## src/rtl/code_pair_pkg.sv

```systemverilog
package code_pair_pkg;
    // system clock
    localparam int MCLK_HZ = 10_000_000;
    // encoder oscillator default rate
    localparam int OSC_HZ = 100_000;
    // word layout
    localparam int DIGITS = 9;
    localparam int ADDR_DIGITS = 5;
    localparam int DATA_DIGITS = 4;
    // encoder pulse timing in oscillator periods, word gap in data periods
    localparam int SHORT_HIGH_OSC = 1;
    localparam int LONG_HIGH_OSC = 3;
    localparam int FRAME_OSC = 4;
    localparam int PERIOD_OSC = 8;
    localparam int WORD_GAP_PERIODS = 3;
    // decoder thresholds in encoder oscillator periods (scaled), word gap in tenths of the end timeout
    localparam int NARROW_X100 = 172;
    localparam int EOT_X10 = 335;
    localparam int GAP_OF_EOT_X10 = 4;
    // probe settle time in system clocks
    localparam int PROBE_SETTLE = 2;
    // counter width
    localparam int CNT_W = 16;
    // trit codes
    localparam logic [1:0] TRIT_LOW = 2'h0;
    localparam logic [1:0] TRIT_HIGH = 2'h1;
    localparam logic [1:0] TRIT_OPEN = 2'h2;
    localparam logic [1:0] TRIT_BAD = 2'h3;
    // reset values
    localparam logic [3:0] NIBBLE_RESET = 4'h0;
    localparam logic VALID_RESET = 1'b0;

    typedef logic [1:0] trit_t;

    // weak probe drive for the code pins
    typedef struct packed {
        logic [DIGITS-1:0] out;
        logic [DIGITS-1:0] oe_n;
    } probe_drive_s;

    // receive pulse tracking
    typedef struct packed {
        logic first_wide;
        logic bad;
        logic [4:0] count;
    } pulse_track_s;
endpackage

```

## src/rtl/trinary_code_pair.sv

```systemverilog
`timescale 1ns/10ps
`default_nettype none
// Summary of operation
// nine trinary code inputs, five address, four shared
// low request starts sequence, pulse gives two words
// receiver should ignore first word after power-up; the decoder here uses it as the first of the two matching words
// three idle data periods between the words
// digit is two pulses, short or long
// weak drive high then low classifies input
// request high after second word stops oscillator
// request low starts oscillator, probes, shifts out
// external clock drives series input, others open; here the oscillator is MCLK divided by OSC_DIV, with no oscillator pins
// first five received digits compared as address
// first word match stores nibble internally only
// second match with equal nibble loads latch
// valid rises with latch, drops on error/silence
// open data digit decodes as logic one
// address-only variant compares nine digits, no data
// local address trinary or binary, levels must equal
// pulse wide if longer than 1.72 periods
// end of transmission after 33.5 periods low
// word gap at 0.4 of end timeout
// reset clears outputs, stored nibble, match state
// decoder timing by counters, encoder period parameters
// encoder pulse widths fixed multiples of oscillator
module trinary_code_pair
    import code_pair_pkg::*;
#(
    parameter int OSC_HZ_P = OSC_HZ,
    parameter bit ADDR_ONLY = 1'b0
) (
    // clock and reset
    input wire logic MCLK,
    input wire logic RESETN,
    // encoder request and serial output
    input wire logic SEND_REQUEST_N,
    output logic ENC_SERIAL_OUT,
    // encoder address digit pins
    input wire logic [ADDR_DIGITS-1:0] ADDRESS_DIGITS_IN,
    output logic [ADDR_DIGITS-1:0] ADDRESS_DIGITS_OUT,
    output logic [ADDR_DIGITS-1:0] ADDRESS_DIGITS_OE_N,
    // encoder shared address or data digit pins
    input wire logic [DATA_DIGITS-1:0] SHARED_ADDR_DATA_DIGITS_IN,
    output logic [DATA_DIGITS-1:0] SHARED_ADDR_DATA_DIGITS_OUT,
    output logic [DATA_DIGITS-1:0] SHARED_ADDR_DATA_DIGITS_OE_N,
    // decoder serial input and local address
    input wire logic DEC_SERIAL_IN,
    input wire logic [2*DIGITS-1:0] LOCAL_ADDRESS,
    // decoder outputs
    output logic [DATA_DIGITS-1:0] DECODED_NIBBLE_OUT,
    output logic VALID_RECEPTION
);

    typedef enum {ENC_IDLE, ENC_PROBE, ENC_SEND, ENC_GAP} enc_state_e;
    localparam int OSC_DIV = MCLK_HZ / OSC_HZ_P;
    localparam int GAP_TICKS = WORD_GAP_PERIODS * PERIOD_OSC;
    localparam int EOT_INT = (EOT_X10 * OSC_DIV) / 10;
    localparam logic [CNT_W-1:0] OSC_LAST = CNT_W'(OSC_DIV - 1);
    localparam logic [CNT_W-1:0] GAP_LAST = CNT_W'(GAP_TICKS - 1);
    localparam logic [CNT_W-1:0] NARROW_CYC =
        CNT_W'((NARROW_X100 * OSC_DIV) / 100);
    localparam logic [CNT_W-1:0] EOT_CYC = CNT_W'(EOT_INT);
    localparam logic [CNT_W-1:0] GAP_CYC =
        CNT_W'((EOT_INT * GAP_OF_EOT_X10) / 10);
    localparam logic [CNT_W-1:0] CNT_MAX = {CNT_W{1'b1}};
    localparam int MATCH_DIGITS = ADDR_ONLY ? DIGITS : ADDR_DIGITS;

    // two probe samples to a level
    function automatic trit_t classify(input logic hi, input logic lo);
        if (hi == lo) begin
            classify = hi ? TRIT_HIGH : TRIT_LOW;
        end else begin
            classify = TRIT_OPEN;
        end
    endfunction
    // pulse pair to a level
    function automatic trit_t pair_trit(input logic w0, input logic w1);
        case ({w0, w1})
            2'b00: pair_trit = TRIT_LOW;
            2'b11: pair_trit = TRIT_HIGH;
            2'b10: pair_trit = TRIT_OPEN;
            default: pair_trit = TRIT_BAD;
        endcase
    endfunction
    // counter step that sticks at the top
    function automatic logic [CNT_W-1:0] sat_inc(input logic [CNT_W-1:0] c);
        sat_inc = (c == CNT_MAX) ? c : c + 1'b1;
    endfunction

    // ---------------- encoder ----------------
    enc_state_e enc_state;
    logic [CNT_W-1:0] osc_cnt;
    logic osc_tick;
    logic [3:0] digit;
    logic [2:0] phase;
    logic [2:0] probe_step;
    logic probe_hi;
    logic second_word;
    logic [CNT_W-1:0] gap_cnt;
    logic [2*DIGITS-1:0] tx_word;
    probe_drive_s drive;
    logic dout;
    logic [DIGITS-1:0] pin_in;
    trit_t cur_trit;
    logic cur_wide;
    logic [1:0] sub;
    logic level;
    assign pin_in = {SHARED_ADDR_DATA_DIGITS_IN, ADDRESS_DIGITS_IN};
    assign cur_trit = tx_word[{digit, 1'b0} +: 2];
    assign sub = phase[1:0];

    // long pulse for high, and first pulse of open
    always_comb begin
        cur_wide = (cur_trit == TRIT_HIGH) ||
                   ((cur_trit == TRIT_OPEN) && !phase[2]);
        level = (sub < (cur_wide ? 2'(LONG_HIGH_OSC) : 2'(SHORT_HIGH_OSC)));
    end

    // oscillator held still while idle
    always_ff @(posedge MCLK) begin
        if (!RESETN || enc_state == ENC_IDLE) begin
            osc_cnt <= '0;
            osc_tick <= 1'b0;
        end else if (osc_cnt == OSC_LAST) begin
            osc_cnt <= '0;
            osc_tick <= 1'b1;
        end else begin
            osc_cnt <= osc_cnt + 1'b1;
            osc_tick <= 1'b0;
        end
    end

    // sequence control, probing and shifting
    always_ff @(posedge MCLK) begin
        if (!RESETN) begin
            enc_state <= ENC_IDLE;
            digit <= 4'h0;
            phase <= 3'h0;
            probe_step <= 3'h0;
            probe_hi <= 1'b0;
            second_word <= 1'b0;
            gap_cnt <= '0;
            tx_word <= '0;
            drive.out <= '0;
            drive.oe_n <= '1;
            dout <= 1'b0;
        end else begin
            unique case (enc_state)
                ENC_IDLE: begin
                    dout <= 1'b0;
                    if (!SEND_REQUEST_N) begin
                        enc_state <= ENC_PROBE;
                        digit <= 4'h0;
                        probe_step <= 3'h0;
                        second_word <= 1'b0;
                    end
                end
                ENC_PROBE: begin
                    probe_step <= probe_step + 1'b1;
                    if (probe_step == 3'h0) begin
                        drive.out[digit] <= 1'b1;
                        drive.oe_n[digit] <= 1'b0;
                    end else if (probe_step == 3'(PROBE_SETTLE)) begin
                        probe_hi <= pin_in[digit];
                        drive.out[digit] <= 1'b0;
                    end else if (probe_step == 3'(2 * PROBE_SETTLE)) begin

                        tx_word[{digit, 1'b0} +: 2] <=
                            classify(probe_hi, pin_in[digit]);
                        drive.oe_n[digit] <= 1'b1;
                        probe_step <= 3'h0;
                        if (digit == 4'(DIGITS - 1)) begin
                            enc_state <= ENC_SEND;
                            digit <= 4'h0;
                            phase <= 3'h0;
                        end else begin
                            digit <= digit + 1'b1;
                        end
                    end
                end
                ENC_SEND: begin
                    if (osc_tick) begin
                        dout <= level;
                        phase <= phase + 1'b1;
                        if (phase == 3'(PERIOD_OSC - 1)) begin
                            if (digit == 4'(DIGITS - 1)) begin
                                enc_state <= ENC_GAP;
                                gap_cnt <= '0;
                            end else begin
                                digit <= digit + 1'b1;
                            end
                        end
                    end
                end
                ENC_GAP: begin
                    if (osc_tick) begin
                        dout <= 1'b0;
                        gap_cnt <= gap_cnt + 1'b1;
                        if (gap_cnt == GAP_LAST) begin
                            digit <= 4'h0;
                            probe_step <= 3'h0;
                            if (!second_word) begin
                                second_word <= 1'b1;
                                enc_state <= ENC_PROBE;
                            end else if (!SEND_REQUEST_N) begin
                                second_word <= 1'b0;
                                enc_state <= ENC_PROBE;
                            end else begin
                                second_word <= 1'b0;
                                enc_state <= ENC_IDLE;
                            end
                        end
                    end
                end
            endcase
        end
    end

    assign ENC_SERIAL_OUT = dout;
    assign ADDRESS_DIGITS_OUT = drive.out[ADDR_DIGITS-1:0];
    assign ADDRESS_DIGITS_OE_N = drive.oe_n[ADDR_DIGITS-1:0];
    assign SHARED_ADDR_DATA_DIGITS_OUT = drive.out[DIGITS-1:ADDR_DIGITS];
    assign SHARED_ADDR_DATA_DIGITS_OE_N = drive.oe_n[DIGITS-1:ADDR_DIGITS];

    // ---------------- decoder ----------------
    logic din_q;
    logic [CNT_W-1:0] hi_cnt;
    logic [CNT_W-1:0] lo_cnt;
    pulse_track_s trk;
    logic [2*DIGITS-1:0] rx_word;
    logic fall;
    logic wide;
    logic word_end;
    logic eot;
    logic word_good;
    logic addr_ok;
    logic [DATA_DIGITS-1:0] rx_nibble;
    logic [DATA_DIGITS-1:0] stored;
    logic first_ok;
    logic [DATA_DIGITS-1:0] nibble;
    logic valid;
    trit_t new_trit;

    assign fall = din_q && !DEC_SERIAL_IN;
    assign wide = hi_cnt > NARROW_CYC;
    assign word_end = !DEC_SERIAL_IN && lo_cnt == GAP_CYC - 1'b1;
    assign eot = !DEC_SERIAL_IN && lo_cnt == EOT_CYC - 1'b1;
    assign new_trit = pair_trit(trk.first_wide, wide);
    assign word_good = !trk.bad && trk.count == 5'(2 * DIGITS);

    // address compare and data extraction
    always_comb begin
        addr_ok = 1'b1;
        for (int i = 0; i < MATCH_DIGITS; i++) begin
            if (rx_word[2*i +: 2] != LOCAL_ADDRESS[2*i +: 2]) begin
                addr_ok = 1'b0;
            end
        end
        for (int j = 0; j < DATA_DIGITS; j++) begin

            rx_nibble[j] = rx_word[2*(ADDR_DIGITS+j) +: 2] != TRIT_LOW;
        end
    end

    // pulse width and low time measurement
    always_ff @(posedge MCLK) begin
        if (!RESETN) begin
            din_q <= 1'b0;
            hi_cnt <= '0;
            lo_cnt <= '0;
        end else begin
            din_q <= DEC_SERIAL_IN;
            if (DEC_SERIAL_IN) begin
                hi_cnt <= sat_inc(hi_cnt);
                lo_cnt <= '0;
            end else begin
                hi_cnt <= '0;
                lo_cnt <= sat_inc(lo_cnt);
            end
        end
    end

    // pulse pairs into received digits
    always_ff @(posedge MCLK) begin
        if (!RESETN) begin
            trk <= '0;
            rx_word <= '0;
        end else if (word_end) begin
            trk <= '0;
        end else if (fall) begin
            if (trk.count >= 5'(2 * DIGITS)) begin
                trk.bad <= 1'b1;
            end else begin
                trk.count <= trk.count + 1'b1;
                if (!trk.count[0]) begin
                    trk.first_wide <= wide;
                end else begin
                    rx_word[{trk.count[4:1], 1'b0} +: 2] <= new_trit;
                    if (new_trit == TRIT_BAD) begin
                        trk.bad <= 1'b1;
                    end
                end
            end
        end
    end

    // word checks, latch and valid flag
    always_ff @(posedge MCLK) begin
        if (!RESETN) begin
            nibble <= NIBBLE_RESET;
            stored <= NIBBLE_RESET;
            valid <= VALID_RESET;
            first_ok <= 1'b0;
        end else if (eot) begin
            valid <= 1'b0;
            first_ok <= 1'b0;
        end else if (word_end && trk.count != 5'h0) begin
            if (word_good) begin
                stored <= rx_nibble;
                first_ok <= addr_ok;
                if (first_ok && addr_ok &&
                    (ADDR_ONLY || rx_nibble == stored)) begin
                    valid <= 1'b1;
                    if (!ADDR_ONLY) begin
                        nibble <= rx_nibble;
                    end
                end else begin
                    valid <= 1'b0;
                end
            end else begin
                valid <= 1'b0;
                first_ok <= 1'b0;
            end
        end
    end

    assign DECODED_NIBBLE_OUT = nibble;
    assign VALID_RECEPTION = valid;
endmodule
`default_nettype wire

```

## config.mk

```make
export PLATFORM = sky130hd
export DESIGN_NAME = trinary_code_pair
export DESIGN_NICKNAME = d
export VERILOG_FILES = /design/src/rtl/code_pair_pkg.sv /design/src/rtl/trinary_code_pair.sv
export SDC_FILE = /design/constraint.sdc
export NUM_CORES = 1
export LEC_CHECK = 0
export BUFFER_PORTS_ARGS = -buffer_cell sky130_fd_sc_hd__buf_2
export CELL_PAD_IN_SITES_DETAIL_PLACEMENT = 1
export CELL_PAD_IN_SITES_GLOBAL_PLACEMENT = 2
export CORE_MARGIN = 2
export CORE_UTILIZATION = 37
export DETAILED_ROUTE_END_ITERATION = 6
export PLACE_DENSITY_LB_ADDON = 0.08
export RECOVER_POWER = 25
export SLEW_MARGIN = 15
export SYNTH_ARGS = -nofsm -noshare
export SYNTH_HDL_FRONTEND = slang
export SYNTH_SLANG_ARGS = --single-unit
```

## constraint.sdc

```tcl
create_clock -name MCLK -period 2.9 [get_ports MCLK]
set_input_delay 0.29 -clock MCLK [delete_from_list [all_inputs] [get_ports MCLK]]
set_output_delay 0.29 -clock MCLK [all_outputs]
set_load 0.02 [all_outputs]
```

==> flow_metrics.env <==
export IMPL_portBuffers=46
export IMPL_vias=6808
export IMPL_htree_levels=4
export IMPL_cp_required_ps=3250
export IMPL_status="finished, final reports clean"
export IMPL_vias_per_cell=5.38
export IMPL_hold_path_cell_count=4
export IMPL_cts_root_buf="clkbuf_16"
export IMPL_hold_viol=0
export IMPL_netlist_area_sq_um=7810
export IMPL_synth_common_cells="dfxtp_1, nor2_1, nand2_1, a21oi_1, nand3_1"
export IMPL_coreArea_sq_um=20900
export IMPL_gr_total_overflow=0
export IMPL_cap_violations=0
export IMPL_io_pins=55
export IMPL_p_per_area_nw_per_um2=617
export IMPL_placed_cell_area_sq_um=8380
export IMPL_p_switching_w=0.00151
export IMPL_skew_ps=9.72
export IMPL_final_nets=1041
export IMPL_clkPwrFrac_pct=45.0
export IMPL_grt_most_used_layer="met2"
export IMPL_synth_ff_type="dfxtp_1"
export IMPL_p_comb_share_pct=15.4
export IMPL_ant_nets=0
export IMPL_p_int_w=0.00404
export IMPL_start_util_pct=37.4
export IMPL_routed_wl_mm=21.2
export IMPL_synth_top_cell_area_share_pct=38.9
export IMPL_pre_cts_slack_ps=263
export IMPL_cts_tree="built"
export IMPL_routedWlPerCell_microns=16.7
export IMPL_yosysTopAreaCell="dfxtp_1"
export IMPL_hold_path_class="in -> reg"
export IMPL_async_flop_share_pct=0
export IMPL_finalWorstSetupSlack_ps=287
export IMPL_worst_hold_slack_ps=276
export IMPL_finalCritPeriodShare_pct=90.1
export IMPL_synth_seq_cells=152
export IMPL_worstPathMaxFanout=5
export IMPL_final_cell_area_sq_um=9000
export IMPL_drive_gt1_share_pct=9.18
export IMPL_grt_util_met2_pct=37.0
export IMPL_clk_pin_slew_ps=70
export IMPL_diodes=0
export IMPL_drv_slew=0
export IMPL_hold_buffers=0
export IMPL_min_period_ps=2610
export IMPL_met1_usage_pct=23.5
export IMPL_p_leak_nw=3.32
export IMPL_cts_setup_buffers=0
export IMPL_worst_slew_pin_slew_ps=1100
export IMPL_path_class="reg -> reg"
export IMPL_rr_worst_depth=10
export IMPL_netSwitchingFraction_pct=27.2
export IMPL_synth_cell_types=69
export IMPL_finalWeightedCongestion=0.818
export IMPL_tns_ps=0
export IMPL_grt_pass1_wl_mm=35.8
export IMPL_synth_area_per_cell_sq_um=8.37
export IMPL_dieArea_sq_um=22300
export IMPL_grt_setup_unrepaired="no"
export IMPL_rows=53
export IMPL_ir_drop_v=0.000321
export IMPL_hpwl_mm=15.6
export IMPL_first_global_vias=7238
export IMPL_max_freq_mhz=383
export IMPL_die_x_microns=149
export IMPL_ys_seq_area_share_pct=38.9
export IMPL_clk_latency_ps=430
export IMPL_clk_path_buf_depth=2
export IMPL_seq_power_share_pct=39.5
export IMPL_postSynthNetCount=996
export IMPL_grt_total_usage_pct=19.9
export IMPL_cp_start_kind="flop"
export IMPL_grt_max_degree=28
export IMPL_arrival_ps=2970
export IMPL_synthToLayoutAreaGrowth_pct=15.2
export IMPL_syn_inst=933
export IMPL_slew_headroom_pct=26.4
export IMPL_ys_top_cells_by_area="dfxtp_1, nor2_1, xnor2_1"
export IMPL_synth_edf_count=0
export IMPL_drc=0
export IMPL_setup_viol=0
export IMPL_grt_antenna_before_repair=0
export IMPL_dieHeight_microns=149
export IMPL_setup_worst_path_end_class="flop"
export IMPL_synth_warnings=0
export IMPL_drt_pass1_iter_count=4
export IMPL_numCtsBuffers=17
export IMPL_drtIter0Drc=196
export IMPL_synth_most_common_cell="dfxtp_1"
export IMPL_cts_sinks=152
export IMPL_use_met3_pct=3.49
-- cells by family after synthesis --
group,Yosys count,share of synthesized area [%]
AND/OR/NAND/NOR,431,27.4
flip-flops,152,38.9
AO/OA/AOI/OAI,147,11.7
buffers and inverters,64,3.23
XOR/XNOR,62,6.95
multiplexers,45,6.58
adder cells (fa/ha/maj),32,5.12
-- worst max-delay path: stages (launching register included) --
cell and delay (ps):
dfxtp_2 400, buf_4 180, mux4_2 490, a22oi_1 220, nand2_1 110, nor3_1 150, a21oi_1 80, ha_1 290
a2111oi_1 470, a21oi_1 80, nor2_1 100
-- routing by layer --
metal / share of wire, % / vias to the layer above
met2: 52 / 58
met1: 45 / 3342
met5: 0 / -
met4: 1.0 / 0
li1: - / 3393
met3: 2.2 / 15
-- power by group through the flow --
stage               Sequential, W  Clock, W  Combinational [W]
floorplan                 0.00225         0           0.000587
global placement          0.00224         0           0.000826
detailed placement        0.00224         0           0.000863
CTS                       0.00220   0.00258           0.000871
global route              0.00221   0.00267           0.000967
finish                    0.00220   0.00250           0.000858
-- placed cells by master (no fill, tap or decap), drive strengths merged, types with 22 or more instances in the layout --
cell type / synthesis / routed
a21oi: 53 / 53
and3: 24 / 24
buf: 7 / 39
clkbuf: 34 / 49
dfxtp: 152 / 152
ha: 32 / 32
inv: 23 / 24
mux2i: 39 / 39
nand2: 106 / 106
nand3: 50 / 50
nor2: 118 / 118
nor3: 27 / 27
nor4: 22 / 22
o21ai: 38 / 38
xnor2: 49 / 49
-- layout make-up --
| class | count | area, sq um |
|---|---|---|
| fill | 2468 | 11900 |
| sequential | 152 | 3040 |
| clock inverter | 11 | 193 |
| timing repair buffer | 67 | 345 |
| multi-input combinational | 717 | 4520 |
| tap | 275 | 344 |
| clock buffer | 21 | 470 |
| inverter | 23 | 86.3 |
-- through the flow --
stage | util, % | std cells | total power (W)
2_1_floorplan | - | 933 | 0.00283
3_3_place_gp | 40.1 | 1234 | 0.00306
3_5_place_dp | 40.1 | 1234 | 0.00311
4_1_cts | 43.3 | 1266 | 0.00564
5_1_grt | 43.1 | 1266 | 0.00584
6_report | 43.1 | 1266 | 0.00556
-- timing repair --
item                                    in CTS  in global routing
endpoints found under the setup margin       0                  1
gates resized for setup                      0                  2
endpoints found under the hold margin        0                  0
-- worst paths after layout --
path                               startpoint              to  slack [ps]
worst min register to register    rx_word[12]     rx_word[12]         460
worst max-delay path                 digit[0]  ENC_SERIAL_OUT         290
worst max register to register       digit[0]  ENC_SERIAL_OUT         290
worst min-delay path            DEC_SERIAL_IN       lo_cnt[6]         280
Note: power is estimated with default switching activity, not from simulation.
